[src/design/ldtp_pkg.sv]
// Package for the line driver test pattern and self-test extension block.
// Assumes a 50 MHz APB clock and 32-bit APB data with registers on word indexes.
// Contract
// - Count errored self-test nibbles; read-only in bits 15:8 of the test register.
// - Clear the error count to zero whenever a new self-test run starts.
// - Error count saturates at all ones and holds until the next restart.
// - Continuous bit set: pseudo-random data sent with no gap between packets.
// - Continuous mode acts only while the self-test control in phy control runs.
// - Pattern enable 1 turns the fixed test pattern generator on; 0 turns it off.
// - Idle gap between test sequences: 15 us if gap select is 1, else 10 us.
// - Select 00 data+form a, 01 data+form b, 10 link pulses, 11 Manchester ones.
// - Jabber disable 1 suppresses jabber; 0 keeps jabber protection active.
`default_nettype none
package ldtp_pkg;

  // ---------------------------------------------------------------------------
  // Register map (word indexes, byte address is four times the index)
  // ---------------------------------------------------------------------------
  localparam logic [7:0] IDX_PHY_CONTROL = 8'h19;
  localparam logic [7:0] IDX_TEN_MEG_CONTROL = 8'h1a;
  localparam logic [7:0] IDX_LINE_DRIVER_TEST = 8'h1b;
  localparam logic [11:0] ADDR_PHY_CONTROL = {2'h0, IDX_PHY_CONTROL, 2'h0};
  localparam logic [11:0] ADDR_TEN_MEG_CONTROL = {2'h0, IDX_TEN_MEG_CONTROL, 2'h0};
  localparam logic [11:0] ADDR_LINE_DRIVER_TEST = {2'h0, IDX_LINE_DRIVER_TEST, 2'h0};

  // ---------------------------------------------------------------------------
  // Field positions and reset values
  // ---------------------------------------------------------------------------
  localparam int ERR_COUNT_LSB = 8;
  localparam int ERR_COUNT_W = 8;
  localparam int BIT_CONTINUOUS = 5;
  localparam int BIT_PATTERN_ENABLE = 4;
  localparam int BIT_GAP_SELECT = 2;
  localparam int PATTERN_SELECT_LSB = 0;
  localparam int BIT_SELFTEST_RUN = 8;
  localparam int BIT_JABBER_DISABLE = 0;
  localparam logic [15:0] TEST_REG_WRITE_MASK = 16'h0037;
  localparam logic [15:0] RESET_TEST_REG = 16'h0000;

  // ---------------------------------------------------------------------------
  // Timing
  // ---------------------------------------------------------------------------
  localparam int CLK_MHZ = 50;
  localparam int GAP_SHORT_US = 10;
  localparam int GAP_LONG_US = 15;
  localparam logic [9:0] GAP_SHORT_CYCLES = 10'(GAP_SHORT_US * CLK_MHZ);
  localparam logic [9:0] GAP_LONG_CYCLES = 10'(GAP_LONG_US * CLK_MHZ);
  localparam int BIT_NS = 100;
  localparam int CLK_NS = 20;
  localparam logic [3:0] BIT_CYCLES = 4'((BIT_NS + CLK_NS - 1) / CLK_NS);

  // ---------------------------------------------------------------------------
  // Modes and line symbols
  // ---------------------------------------------------------------------------
  typedef enum logic [2:0] {
    MODE_OFF, MODE_DATA_A, MODE_DATA_B, MODE_PULSE, MODE_ONES, MODE_PRBS
  } ldtp_mode_e;

  typedef enum logic [2:0] {
    SYM_IDLE, SYM_DATA, SYM_EOP_A, SYM_EOP_B, SYM_PULSE, SYM_ONE, SYM_NORMAL
  } ldtp_sym_e;

endpackage
`default_nettype wire

[src/design/ldtp_seq_if.sv]
// Interface between the register side and the pattern sequencer.
// Assumes both ends run on the same clock.
`timescale 1ns/1ps
`default_nettype none
interface ldtp_seq_if;
  import ldtp_pkg::*;
  ldtp_mode_e mode;
  logic no_gap;
  logic [9:0] gap_cycles;
  ldtp_sym_e sym;
  logic bit_val;
  logic strobe;
  modport ctl (output mode, no_gap, gap_cycles, input sym, bit_val, strobe);
  modport seq (input mode, no_gap, gap_cycles, output sym, bit_val, strobe);
endinterface
`default_nettype wire

[src/design/ldtp_seq.sv]
// Pattern sequencer: bursts of symbols at the 10 Mb/s bit rate with idle gaps.
// Assumes the controller holds mode steady while a pattern is wanted.
`timescale 1ns/1ps
`default_nettype none
module ldtp_seq
  import ldtp_pkg::*;
#(
  parameter int DATA_BITS = 64
) (
  // Clock and reset
  input wire logic pclk,
  input wire logic presetn,
  // Controller side
  ldtp_seq_if.seq s
);

  typedef enum logic [1:0] {ST_IDLE, ST_BURST, ST_TAIL, ST_GAP} ldtp_state_e;

  ldtp_state_e state;
  ldtp_mode_e mode_q;
  logic [3:0] tcnt;
  logic [15:0] bcnt;
  logic [9:0] gcnt;
  logic [14:0] lfsr;
  logic tick;

  // ---------------------------------------------------------------------------
  // Bit timer
  // ---------------------------------------------------------------------------
  // Bit strobe every bit time
  always_ff @(posedge pclk or negedge presetn) begin
    if (!presetn) begin
      tcnt <= 4'h0;
    end else if (tcnt == BIT_CYCLES - 4'h1) begin
      tcnt <= 4'h0;
    end else begin
      tcnt <= tcnt + 4'h1;
    end
  end
  assign tick = (tcnt == BIT_CYCLES - 4'h1);

  // Pseudo-random source, x^15 + x^14 + 1
  always_ff @(posedge pclk or negedge presetn) begin
    if (!presetn) begin
      lfsr <= 15'h7fff;
    end else if (tick && state == ST_BURST) begin
      lfsr <= {lfsr[13:0], lfsr[14] ^ lfsr[13]};
    end
  end

  // ---------------------------------------------------------------------------
  // Burst and gap sequencing
  // ---------------------------------------------------------------------------
  // State walk; a mode change restarts from idle
  always_ff @(posedge pclk or negedge presetn) begin
    if (!presetn) begin
      state <= ST_IDLE;
      mode_q <= MODE_OFF;
      bcnt <= 16'h0;
      gcnt <= 10'h0;
    end else begin
      mode_q <= s.mode;
      if (s.mode != mode_q || s.mode == MODE_OFF) begin
        state <= ST_IDLE;
        bcnt <= 16'h0;
        gcnt <= 10'h0;
      end else begin
        unique case (state)
          ST_IDLE: begin
            if (tick) begin
              state <= ST_BURST;
            end
          end
          ST_BURST: begin
            if (tick) begin
              if (s.mode == MODE_ONES) begin
                bcnt <= 16'h0;
              end else if (s.mode == MODE_PULSE) begin
                state <= ST_GAP;
              end else if (bcnt == 16'(DATA_BITS - 1)) begin
                bcnt <= 16'h0;
                if (s.mode == MODE_PRBS) begin
                  state <= s.no_gap ? ST_BURST : ST_GAP;
                end else begin
                  state <= ST_TAIL;
                end
              end else begin
                bcnt <= bcnt + 16'h1;
              end
            end
          end
          ST_TAIL: begin
            if (tick) begin
              state <= ST_GAP;
            end
          end
          ST_GAP: begin
            // Gap counted in clock cycles
            if (gcnt == s.gap_cycles - 10'h1) begin
              gcnt <= 10'h0;
              state <= ST_BURST;
            end else begin
              gcnt <= gcnt + 10'h1;
            end
          end
        endcase
      end
    end
  end

  // ---------------------------------------------------------------------------
  // Symbol out
  // ---------------------------------------------------------------------------
  // Symbol for the current bit time
  always_comb begin
    s.sym = SYM_IDLE;
    s.bit_val = 1'b0;
    if (state == ST_BURST) begin
      unique case (s.mode)
        MODE_DATA_A, MODE_DATA_B, MODE_PRBS: begin
          s.sym = SYM_DATA;
          s.bit_val = lfsr[14];
        end
        MODE_PULSE: s.sym = SYM_PULSE;
        MODE_ONES: begin
          s.sym = SYM_ONE;
          s.bit_val = 1'b1;
        end
        default: s.sym = SYM_IDLE;
      endcase
    end else if (state == ST_TAIL) begin
      s.sym = (s.mode == MODE_DATA_B) ? SYM_EOP_B : SYM_EOP_A;
    end
  end
  assign s.strobe = tick;

endmodule // ldtp_seq
`default_nettype wire

[src/design/ldtp_top.sv]
// Top of the line driver test pattern and self-test extension block.
// Assumes an APB master on pclk and a line encoder that takes one symbol per strobe.
//
// The implementer's own choice: the APB interface to the registers.
`timescale 1ns/1ps
`default_nettype none
module ldtp_top
  import ldtp_pkg::*;
#(
  parameter int ADDR_W = 12,
  parameter int DATA_BITS = 64
) (
  // Clock and reset
  input wire logic pclk,
  input wire logic presetn,
  // APB slave
  input wire logic psel,
  input wire logic penable,
  input wire logic pwrite,
  input wire logic [ADDR_W-1:0] paddr,
  input wire logic [31:0] pwdata,
  input wire logic [3:0] pstrb,
  output logic [31:0] prdata,
  output logic pready,
  output logic pslverr,
  // Normal transmit traffic and self-test checker
  input wire logic mac_tx_en,
  input wire logic mac_tx_bit,
  input wire logic selftest_nibble_err,
  // Line encoder side
  output ldtp_sym_e line_sym,
  output logic line_bit,
  output logic line_strobe,
  // Status toward other blocks
  output logic jabber_enable,
  output logic selftest_active
);

  logic selftest_continuous;
  logic test_pattern_enable;
  logic test_pattern_gap_select;
  logic [1:0] test_pattern_select;
  logic jabber_disable;
  logic selftest_run;
  logic [ERR_COUNT_W-1:0] selftest_error_count;
  logic setup;
  logic access;
  logic wr_test;
  logic wr_phy;
  logic wr_ten;
  logic start_pulse;
  logic mapped;
  logic [15:0] rd_value;
  logic [15:0] wdata16;
  ldtp_mode_e next_mode;

  ldtp_seq_if sif ();

  // ---------------------------------------------------------------------------
  // APB decode
  // ---------------------------------------------------------------------------
  // Setup and completing access phases
  assign setup = psel && !penable;
  assign access = psel && penable && pready;
  assign wdata16 = pwdata[15:0];
  assign wr_test = access && pwrite && paddr == ADDR_W'(ADDR_LINE_DRIVER_TEST);
  assign wr_phy = access && pwrite && paddr == ADDR_W'(ADDR_PHY_CONTROL);
  assign wr_ten = access && pwrite && paddr == ADDR_W'(ADDR_TEN_MEG_CONTROL);
  assign mapped = paddr == ADDR_W'(ADDR_LINE_DRIVER_TEST)
               || paddr == ADDR_W'(ADDR_PHY_CONTROL)
               || paddr == ADDR_W'(ADDR_TEN_MEG_CONTROL);

  // No wait state: ready follows each setup cycle
  always_ff @(posedge pclk or negedge presetn) begin
    if (!presetn) begin
      pready <= 1'b0;
      pslverr <= 1'b0;
    end else begin
      pready <= setup;
      pslverr <= setup && !mapped;
    end
  end

  // Read mux; reserved bits read zero
  always_comb begin
    rd_value = 16'h0000;
    if (paddr == ADDR_W'(ADDR_LINE_DRIVER_TEST)) begin
      rd_value[ERR_COUNT_LSB +: ERR_COUNT_W] = selftest_error_count;
      rd_value[BIT_CONTINUOUS] = selftest_continuous;
      rd_value[BIT_PATTERN_ENABLE] = test_pattern_enable;
      rd_value[BIT_GAP_SELECT] = test_pattern_gap_select;
      rd_value[PATTERN_SELECT_LSB +: 2] = test_pattern_select;
    end else if (paddr == ADDR_W'(ADDR_PHY_CONTROL)) begin
      rd_value[BIT_SELFTEST_RUN] = selftest_run;
    end else if (paddr == ADDR_W'(ADDR_TEN_MEG_CONTROL)) begin
      rd_value[BIT_JABBER_DISABLE] = jabber_disable;
    end
  end

  // Read data captured in the setup cycle
  always_ff @(posedge pclk or negedge presetn) begin
    if (!presetn) begin
      prdata <= 32'h0000_0000;
    end else if (setup && !pwrite) begin
      prdata <= {16'h0000, rd_value};
    end
  end

  // ---------------------------------------------------------------------------
  // Control registers
  // ---------------------------------------------------------------------------
  // Test register writable fields; reserved bits dropped
  always_ff @(posedge pclk or negedge presetn) begin
    if (!presetn) begin
      selftest_continuous <= RESET_TEST_REG[BIT_CONTINUOUS];
      test_pattern_enable <= RESET_TEST_REG[BIT_PATTERN_ENABLE];
      test_pattern_gap_select <= RESET_TEST_REG[BIT_GAP_SELECT];
      test_pattern_select <= RESET_TEST_REG[PATTERN_SELECT_LSB +: 2];
    end else if (wr_test && pstrb[0]) begin
      selftest_continuous <= wdata16[BIT_CONTINUOUS];
      test_pattern_enable <= wdata16[BIT_PATTERN_ENABLE];
      test_pattern_gap_select <= wdata16[BIT_GAP_SELECT];
      test_pattern_select <= wdata16[PATTERN_SELECT_LSB +: 2];
    end
  end

  // Self-test run bit; a 0 to 1 write starts a new run
  always_ff @(posedge pclk or negedge presetn) begin
    if (!presetn) begin
      selftest_run <= 1'b0;
    end else if (wr_phy && pstrb[1]) begin
      selftest_run <= wdata16[BIT_SELFTEST_RUN];
    end
  end
  assign start_pulse = wr_phy && pstrb[1] && wdata16[BIT_SELFTEST_RUN] && !selftest_run;

  // Jabber disable bit
  always_ff @(posedge pclk or negedge presetn) begin
    if (!presetn) begin
      jabber_disable <= 1'b0;
    end else if (wr_ten && pstrb[0]) begin
      jabber_disable <= wdata16[BIT_JABBER_DISABLE];
    end
  end

  // Jabber protection follows the disable bit
  always_ff @(posedge pclk or negedge presetn) begin
    if (!presetn) begin
      jabber_enable <= 1'b1;
    end else begin
      jabber_enable <= !jabber_disable;
    end
  end

  // ---------------------------------------------------------------------------
  // Self-test error counter
  // ---------------------------------------------------------------------------
  // Restart clears, errors count up and stick at all ones
  always_ff @(posedge pclk or negedge presetn) begin
    if (!presetn) begin
      selftest_error_count <= '0;
    end else if (start_pulse) begin
      selftest_error_count <= '0;
    end else if (selftest_run && selftest_nibble_err) begin
      if (selftest_error_count != {ERR_COUNT_W{1'b1}}) begin
        selftest_error_count <= selftest_error_count + 1'b1;
      end
    end
  end

  // Run status output
  always_ff @(posedge pclk or negedge presetn) begin
    if (!presetn) begin
      selftest_active <= 1'b0;
    end else begin
      selftest_active <= selftest_run;
    end
  end

  // ---------------------------------------------------------------------------
  // Mode selection and sequencer
  // ---------------------------------------------------------------------------
  // Self-test first, then fixed patterns, else normal traffic
  always_comb begin
    next_mode = MODE_OFF;
    if (selftest_run) begin
      next_mode = MODE_PRBS;
    end else if (test_pattern_enable) begin
      unique case (test_pattern_select)
        2'h0: next_mode = MODE_DATA_A;
        2'h1: next_mode = MODE_DATA_B;
        2'h2: next_mode = MODE_PULSE;
        2'h3: next_mode = MODE_ONES;
      endcase
    end
  end

  // Sequencer steering
  assign sif.mode = next_mode;
  assign sif.no_gap = selftest_run && selftest_continuous;
  assign sif.gap_cycles = (test_pattern_enable && !selftest_run && test_pattern_gap_select)
                          ? GAP_LONG_CYCLES : GAP_SHORT_CYCLES;

  ldtp_seq #(
    .DATA_BITS(DATA_BITS)
  ) u_seq (
    .pclk(pclk),
    .presetn(presetn),
    .s(sif.seq)
  );

  // ---------------------------------------------------------------------------
  // Line outputs
  // ---------------------------------------------------------------------------
  // Registered symbol toward the line encoder
  always_ff @(posedge pclk or negedge presetn) begin
    if (!presetn) begin
      line_sym <= SYM_IDLE;
      line_bit <= 1'b0;
      line_strobe <= 1'b0;
    end else if (next_mode == MODE_OFF) begin
      line_sym <= mac_tx_en ? SYM_NORMAL : SYM_IDLE;
      line_bit <= mac_tx_bit;
      line_strobe <= sif.strobe;
    end else begin
      line_sym <= sif.sym;
      line_bit <= sif.bit_val;
      line_strobe <= sif.strobe;
    end
  end

endmodule // ldtp_top
`default_nettype wire

[config.mk]
export PLATFORM = sky130hd
export DESIGN_NAME = ldtp_top
export DESIGN_NICKNAME = d
export VERILOG_FILES = /design/src/design/ldtp_pkg.sv /design/src/design/ldtp_seq_if.sv /design/src/design/ldtp_seq.sv /design/src/design/ldtp_top.sv
export SDC_FILE = /design/constraint.sdc
export NUM_CORES = 1
export LEC_CHECK = 0
export BUFFER_PORTS_ARGS = -buffer_cell sky130_fd_sc_hd__buf_2
export CAP_MARGIN = 10
export CORE_UTILIZATION = 57
export CTS_BUF_LIST = sky130_fd_sc_hd__clkbuf_4
export DETAILED_ROUTE_END_ITERATION = 8
export PLACE_DENSITY = 0.83
export REMOVE_ABC_BUFFERS = 1
export SLEW_MARGIN = 40
export SYNTH_ARGS = -nofsm -noshare
export SYNTH_HDL_FRONTEND = slang
export SYNTH_SLANG_ARGS = --single-unit
[constraint.sdc]
create_clock -name pclk -period 2.9 [get_ports pclk]
set_input_delay 0.58 -clock pclk [delete_from_list [all_inputs] [get_ports pclk]]
set_output_delay 0.58 -clock pclk [all_outputs]
set_load 0.02 [all_outputs]
**Word-level counts from Yosys, hierarchy flattened**

Index checks and enable logic that the tools add are counted.

- Register bits after elaboration: 87
- Bits in latches: 0
- RAM bits: 0
- ROM bits: 0
- Input bits: 56
- Output and inout bits: 41
- Word-level logic and storage cells: 137
- Memories kept: 0

- $add $sub $neg: 5
- Multiply operators: 0
- Div/mod/pow operators: 0
- $lt $le $gt $ge: 0
- Eq/ne operators: 26
- Shift-type cells: 0
- Mux-type cells: 45
- Bitwise logic cells: 1
- Reduce and logical (&&, ||, !) cells: 39

Operator list:

| cell | number |
|---|---|
| $mux 16 | 6 |
| $mux 10 | 4 |
| $eq 12x7->1 const B | 3 |
| $mux 2 | 12 |
| $mux 8 | 3 |
| $logic_and 1x1->1 | 19 |
| $mux 3 | 6 |
| $add 16x1->16 const B | 1 |
| $eq 16x6->1 const B | 1 |
| $ne 3x1->1 const B | 4 |
| $pmux 3 s4 | 1 |
| $add 10x1->10 const B | 1 |
| $eq 10x10->1 | 1 |
| $reduce_bool 2->1 | 5 |
| $sub 10x1->10 const B | 1 |
| $pmux 3 s3 | 1 |
| $add 8x1->8 const B | 1 |
| $eq 2x2->1 const B | 4 |
| $mux 1 | 8 |
| $ne 8x8->1 const B | 1 |
| $pmux 2 s4 | 1 |
| $mux 7 | 1 |
| $eq 3x2->1 const B | 2 |
| $eq 3x3->1 const B | 2 |
| 19 further kinds | 27 |

**Logic depth before layout (Yosys ltp)**

Gate-level depths: netlist of run 1.

- Depth after elaboration: 12
- Mapped depth: 9
- Gate-level depth less buffers: 7

**Cells and area by module**

From an unflattened synthesis of run 1, not the netlist that was laid out.

- Cells, all modules: 485
- Area total of the unflattened synthesis: 4943.5 um2

Modules (own cells, without submodules):

| module | instances | cells an instance | area each (um2) | seq. area each (um2) |
|---|---|---|---|---|
| ldtp_seq | 1 | 318 | 3041.7 | 1270.0 |
| ldtp_top | 1 | 167 | 1901.8 | 927.1 |

**Worst setup path before layout of run 1**

No wires, ideal clock.

- Path kind: flip-flop to flip-flop
- From: register test_pattern_select[0]
- To: register u_seq.bcnt[15]
- Setup time: 0.095 ns
- Arrival time: 2.136 ns
- Data required time: 2.805 ns
- Setup slack: 0.669 ns
- Cell stages (with the launch flop): 9
- Path buffers: 1
- Period minus slack after synthesis: 2.231 ns
- Cell sequence: dfrtp_1 inv_1 ha_1 buf_2 nor4bb_1 a21o_1 or3_1 or4_1 o31ai_1

- Longest elaborated chain between the ends: 9
- Elaborated cells between the ends (all ways): 20
- Classes of those cells: eq/ne (7); mux (7); reduce/logical (6)

Ends and longest elaborated chain:

| what | line | text |
|---|---|---|
| start, declared | ldtp_top.sv:42 | `logic [1:0] test_pattern_select;` |
| start signal, assigned | ldtp_top.sv:118 | `test_pattern_select <= RESET_TEST_REG[PATTERN_SELECT_LSB +: 2];` |
| start signal, assigned | ldtp_top.sv:123 | `test_pattern_select <= wdata16[PATTERN_SELECT_LSB +: 2];` |
| $eq 2x2->1 (tied with other cells) | ldtp_top.sv:189 | `unique case (test_pattern_select)` |
| $pmux 3 s4 (*) | ldtp_top.sv:189 |  |
| $mux 3 (*) | ldtp_top.sv:188 | `end else if (test_pattern_enable) begin` |
| $mux 3 (*) | ldtp_top.sv:186 | `if (selftest_run) begin` |
| $eq 3x3->1 | ldtp_seq.sv:76 | `if (s.mode == MODE_ONES) begin` |
| $mux 16 | ldtp_seq.sv:76 |  |
| $mux 16 | ldtp_seq.sv:75 | `if (tick) begin` |
| $mux 16 | ldtp_seq.sv:68 | `unique case (state)` |
| $mux 16 | ldtp_seq.sv:63 | `if (s.mode != mode_q \|\| s.mode == MODE_OFF) begin` |
| end signal, assigned | ldtp_seq.sv:88 | `bcnt <= bcnt + 16'h1;` |
| end, declared | ldtp_seq.sv:22 | `logic [15:0] bcnt;` |

Every way passes the cells marked *; elsewhere a longest branch is shown, timed or not. The select of a mux whose other input is x is not followed.
A chain may end at the register's enable or synchronous reset.

**Final worst setup path of run 1**

Same ends and word-level chain as after synthesis.

==> metrics.txt, run 1 <==
Setup crit end kind register; pre-CTS setup slack approximately 0.39 ns; total congestion overflow 0; Logic pwr share between 4 and 5%; min Tclk post-route 2.58 ns; FMAX between 300 and 400 MHz; Nets 559; top-area cell type share of the netlist area approximately two fifths; grt met3 use under 10%; flip-flop and latch count after synthesis 87; setup bufs post-CTS 0; antenna viol nets, final 0; RSZ-0062 raised after global routing no; power per standard cell area 396 nW/um2; skew final around 0.015 ns; vias post-DR 3533; first-pass GRT wire length 16100 um; max-cap violation count 0; critical path class reg -> reg; peak supply drop 0.293 mV; Yosys warning count 0; Reg power frac 61.4%; WP data required 3.24 ns; area of the core roughly 7700 um2; Worst Hold Class in -> async; Final Max Tran Viols 0; multi-input logic area between 2000 and 2500 um2; worst-margin pin slew 0.784 ns; Critical Path, Cell by Cell inv_1 > ha_1 > or2_1 > a21o_1 > buf_4 > or3_1 > or4_1 > o31ai_1; post-cts hold buffer count 0; final WL roughly 9500 um; overall power ~0.0020 W; met2 usage 40.0%; Sw Ratio 24.0%; H-Tree Depth 3; vias in the first global route roughly 3500; met1 Use GR 30.8%; largest area contributor in the netlist dfrtp_1; Primary FF master, synth dfrtp_1; top cells by area, synth dfrtp_1, dfstp_2, mux2_2; Sink Count 87; CP Depth 8; DR DRC count 0; Root Driver clkbuf_4; diodes inserted 0; layout cells sized above 1 24.8%; DRT iter0 DRCs 150; Vias/cell 5.92; Startpoint Class register; Clk pwr share 34.4%; Hold Fails Final Rpt 0; DIE AREA 8360 um2; global-route usage over all layers 24.4%; Synth async-reset ratio 100%; Pleak 2.27 nW; Fin Setup TNS 0 ns; Final Setup Violations 0; final worst-path cycle share 88.9%; total internal power 0.00151 W; hold_ws 0.147 ns; initial antenna violation count 0; Die Ht 91.5 um; P&R area growth vs syn 10.0%; Num CTS Buffers 9; register area around 2200 um2; Max Buffers Root-to-Sink 2; library cells used by synthesis 57; DRT Pass-1 Iters 4; PnR worst setup slack ~0.32 ns; placer congestion estimate approximately 0.85; Slew headroom 47.4%; PortBufs 49; Initial Util 59.0%; Syn Area/Cell 10.4 um2; grt peak-use layer met2; EDFF count, synth 0; FP Rows 32; max incr delay on CP 0.50 ns; Crit Path Max Fanout 17; Filler cells 625; IO Pins 97; clock-pin transition on the worst setup and hold timing paths about 0.14 ns; die extent in x 91.5 um; detailed placer's ending HPWL 6600 um; register area share after synthesis between 40% and 50%; pin count of the biggest net entering global routing 74; critical path arrival 2.92 ns; slowest CP cell or4_1; R2R depth 8; routed len/inst 15.9 um; Worst R2R Setup Slack 0.32 ns; gate count of the mapped netlist between 400 and 500; CTS tree yes; post-CTS sizing 0; cell area after synthesis 4560 um2; Psw 0.000476 W; Bufs and invs on worst path 2; CP delay by family, top simple AND/OR/NAND/NOR gates; status finished clean; clock latency on the worst-skew pair 0.43 ns
layout make-up:
| cell class | instances | area share [%] |
|---|---|---|
| Tap cell | 102 | 2.54 |
| Multi-Input combinational cell | 318 | 43.1 |
| Timing Repair Buffer | 62 | 6.95 |
| Inverter | 12 | 0.897 |
| Clock inverter | 6 | 1.25 |
| Clock buffer | 10 | 1.50 |
| Sequential cell | 87 | 43.8 |
final timing paths:
path,startpoint,end
max,test_pattern_select[0]$_DFFE_PN0P_,u_seq.bcnt[15]$_DFFE_PN0P_
min,presetn,pready$_DFF_PN0_
max reg2reg,test_pattern_select[0]$_DFFE_PN0P_,u_seq.bcnt[15]$_DFFE_PN0P_
min reg2reg,jabber_disable$_DFFE_PN0P_,jabber_enable$_DFF_PN1_
max in group asynchronous,presetn,u_seq.lfsr[6]$_DFFE_PN1P_
min in group pclk,penable,pready$_DFF_PN0_
layer usage:
metal	vias up	share of wire, %
met5	-	0
met4	0	2.5
met1	1731	44
li1	1676	-
met2	102	49
met3	24	4.4
logic make-up after synthesis:
| group | count (synthesis) | synth area share (%) |
|---|---|---|
| flip-flops | 87 | 48.2 |
| multiplexers | 25 | 6.06 |
| other | 1 | 0.0822 |
| buffers and inverters | 53 | 6.01 |
| AND/OR/NAND/NOR | 163 | 21.3 |
| AO/OA/AOI/OAI | 85 | 12.3 |
| XOR/XNOR | 13 | 2.50 |
| adder cells (fa/ha/maj) | 13 | 3.57 |
synthesized netlist by cell type, types with 3 or more instances:
cell type  number
a21o_1          3
a21oi_1        23
a22o_1         13
a311oi_1        5
a41oi_1         3
and3_1          3
and3b_1         5
and4_1          4
buf_2           3
buf_4          19
clkbuf_1       17
dfrtp_1        71
dfstp_2        16
ha_1           13
inv_1          12
mux2_2         21
mux2i_1         4
nand2_1        21
nand2b_1        6
nand3_1        16
nand3b_1        8
nand4_1        11
nand4b_1        4
nor2_1         30
nor3_1         21
nor3b_1         4
nor4_1          5
o21ai_0        22
o31ai_1         5
or3_1           6
or4_1           4
xnor2_1         7
xor2_1          6
cells in the final DEF (no fill, tap or decap), drive strengths merged, types with 5 or more instances in the layout:
cell type	n
or3	6
nand2b	6
nand2	21
nand4b	5
dfrtp	71
nand3	16
mux2	21
nor4	6
nand3b	8
ha	13
a311oi	5
o31ai	5
nand4	11
o21ai	22
clkbuf	10
buf	62
xor2	6
a22o	13
and3b	5
dfstp	16
nor2	30
nor3b	5
conb	19
xnor2	7
nor3	21
inv	12
a21oi	23
stage by stage:
stage                     cells  instance area [um2]  util (%)
after detailed placement    581                 4880      63.2
after CTS                   597                 5020      65.0
after global routing        597                 5020      65.0
final                       597                 5020      65.0
after global placement      581                 4870      63.1
after floorplan             417                 4400         -
state kept, by name (all words and copies together), names as in the netlist, 2 cells and up:
name                  flops
u_seq.bcnt               16
u_seq.lfsr               15
prdata                   13
u_seq.gcnt               10
selftest_error_count      8
u_seq.tcnt                4
line_sym                  3
u_seq.mode_q              3
test_pattern_select       2
u_seq.state               2
power groups by stage:
| stage | combinational (W) | clock, W | sequential [W] |
|---|---|---|---|
| after global placement | 0.0000845 | 0 | 0.00124 |
| after global routing | 0.0000950 | 0.000744 | 0.00122 |
| after CTS | 0.0000859 | 0.000699 | 0.00122 |
| after detailed placement | 0.0000861 | 0 | 0.00124 |
| after floorplan | 0.0000292 | 0 | 0.00125 |
| final | 0.0000845 | 0.000682 | 0.00122 |
(Power assumes the default switching activity.)
==> run 2: changes to the inputs <==
- RECOVER_POWER: default -> 100
==> run 2 against run 1 <==
Setup slack got worse by 0.045 ns. Largest cell class unchanged. Via count rose by 0.65%. Die area did not move. Critical path depth did not move. The flow now finishes with violations (max-capacitance violations, max-slew violations). Sequential share of layout area rose by 0.68 points. Core utilization fell by 0.99 points. First-iteration DRC count rose by 0.67%. Cell count did not move. Hold slack improved by 0.16 ns. Largest power group unchanged.
==> metrics.txt, run 2 (synthesized netlist as in run 1, its figures left out) <==
Crit Path Max Fanout 18; area of the core 7730 um2; DRT iter0 DRCs between 150 and 200; post-CTS sizing 0; non-filler instance count after layout ~600; routed len/inst approximately 16 um; CP delay by family, top simple AND/OR/NAND/NOR gates; first-pass GRT wire length 16100 um; layout cells sized above 1 18.6%; diodes inserted 0; biggest regs u_seq.bcnt (16), u_seq.lfsr (15), prdata (13); vias post-DR 3556; RSZ-0062 raised after global routing no; Final Setup Violations 0; initial antenna violation count 0; multi-input logic area 2140 um2; DR DRC count 0; IO Pins slightly below 100; Initial Util 59.0%; Fin Setup TNS 0 ns; die extent in x 91.5 um; H-Tree Depth 3; skew final 0.0157 ns; commonest non-fill, non-tap cell in the layout dfrtp_1; pin count of the biggest net entering global routing 74; peak supply drop 0.295 mV; DRT Pass-1 Iters 5; Sink Count 87; placer congestion estimate 0.854; Vias/cell 5.96; Hold Fails Final Rpt 0; min Tclk post-route 2.62 ns; FP Rows 32; Final Max Tran Viols 74; global-route usage over all layers 24.4%; FMAX 381 MHz; Max Buffers Root-to-Sink 2; placed cells 581; critical path class reg -> reg; vias in the first global route 3538; P&R area growth vs syn 8.37%; Slew headroom -18.6%; clock-pin transition on the worst setup and hold timing paths 0.14 ns; max incr delay on CP 0.49 ns; critical path arrival 2.97 ns; post-cts hold buffer count 0; Filler cells 641; CTS tree yes; DIE AREA 8360 um2; total congestion overflow 0; worst-margin pin slew about 1.8 ns; Pleak between 2 and 2.5 nW; Num CTS Buffers 9; Nets 559; register area 2200 um2; slowest CP cell or4_1; register name with the most flops u_seq.bcnt; PortBufs between 40 and 50; max reg flops 16; Worst Hold Class in -> reg; antenna viol nets, final 0; detailed placer's ending HPWL between 6000 and 7000 um; WP data required 3.24 ns; max-cap violation count 1; final worst-path cycle share 90.5%; Startpoint Class register; Critical Path, Cell by Cell inv_1 > ha_1 > clkbuf_1 > nor4b_1 > buf_4 > or3_1 > or4_1 > o31ai_1; most frequent cells in the layout dfrtp_1, nor2_1, clkbuf_1, buf_2, a21oi_1; setup bufs post-CTS 0; clock latency on the worst-skew pair 0.44 ns; Bufs and invs on worst path 3; status finished with violations; power per standard cell area ~400 nW/um2; failing checks max-capacitance violations, max-slew violations; Root Driver clkbuf_4; Die Ht between 90 and 100 um; Setup crit end kind register; final WL roughly 9400 um
==> run 2: cell count changes in the layout (fill, tap and decap cells not counted), sizes merged <==
| cell | previous run | this run |
|---|---|---|
| clkbuf | 10 | 39 |
| buf | 62 | 33 |
==> run 2: area by class of cell <==
class / instances / area share (%)
tap: 102 / 2.58
inverter: 12 / 0.911
timing repair buffer: 62 / 5.92
clock buffer: 10 / 1.52
sequential: 87 / 44.4
clock inverter: 6 / 1.27
multi-input combinational: 318 / 43.4
==> run 2: final timing paths <==
check	from	to	slack, ns	depth (start not counted)
setup / recovery	test_pattern_select[0]$_DFFE_PN0P_	u_seq.bcnt[15]$_DFFE_PN0P_	0.28	8
hold / removal	penable	pready$_DFF_PN0_	0.30	2
setup reg to reg	test_pattern_select[0]$_DFFE_PN0P_	u_seq.bcnt[15]$_DFFE_PN0P_	0.28	8
hold reg to reg	jabber_disable$_DFFE_PN0P_	jabber_enable$_DFF_PN1_	0.43	1
max in group asynchronous	presetn	u_seq.lfsr[6]$_DFFE_PN1P_	0.90	2
min in group asynchronous	presetn	u_seq.gcnt[3]$_DFFE_PN0P_	0.61	1
==> run 2: per-stage QoR <==
stage | utilization, % | total power [W] | hold WS [ns] | area (um2) | worst slack, ns
final | 64.0 | 0.00199 | 0.303 | 4940 | 0.277
after global placement | 63.1 | 0.00133 | 0.405 | 4870 | 0.386
after global routing | 64.0 | 0.00206 | 0.302 | 4940 | 0.158
after floorplan | - | 0.00128 | 0.284 | 4400 | 0.375
after detailed placement | 63.2 | 0.00133 | 0.422 | 4880 | 0.388
after CTS | 65.0 | 0.00200 | 0.150 | 5020 | 0.333
==> run 2: report_power, final <==
| group | switching, W | internal (W) | leakage, nW |
|---|---|---|---|
| clock | 0.000416 | 0.000270 | 0.0700 |
| combinational | 0.0000629 | 0.0000189 | 0.944 |
| sequential | 0.00000108 | 0.00122 | 1.14 |
==> run 2: layer usage <==
layer / GRT usage [%] / vias to the layer above / part of all wire (%)
met5: 0 / - / 0
met4: 11.9 / 0 / 2.7
met3: 5.19 / 29 / 5.3
met2: 40.0 / 131 / 50
met1: 30.8 / 1721 / 42
li1: - / 1675 / -
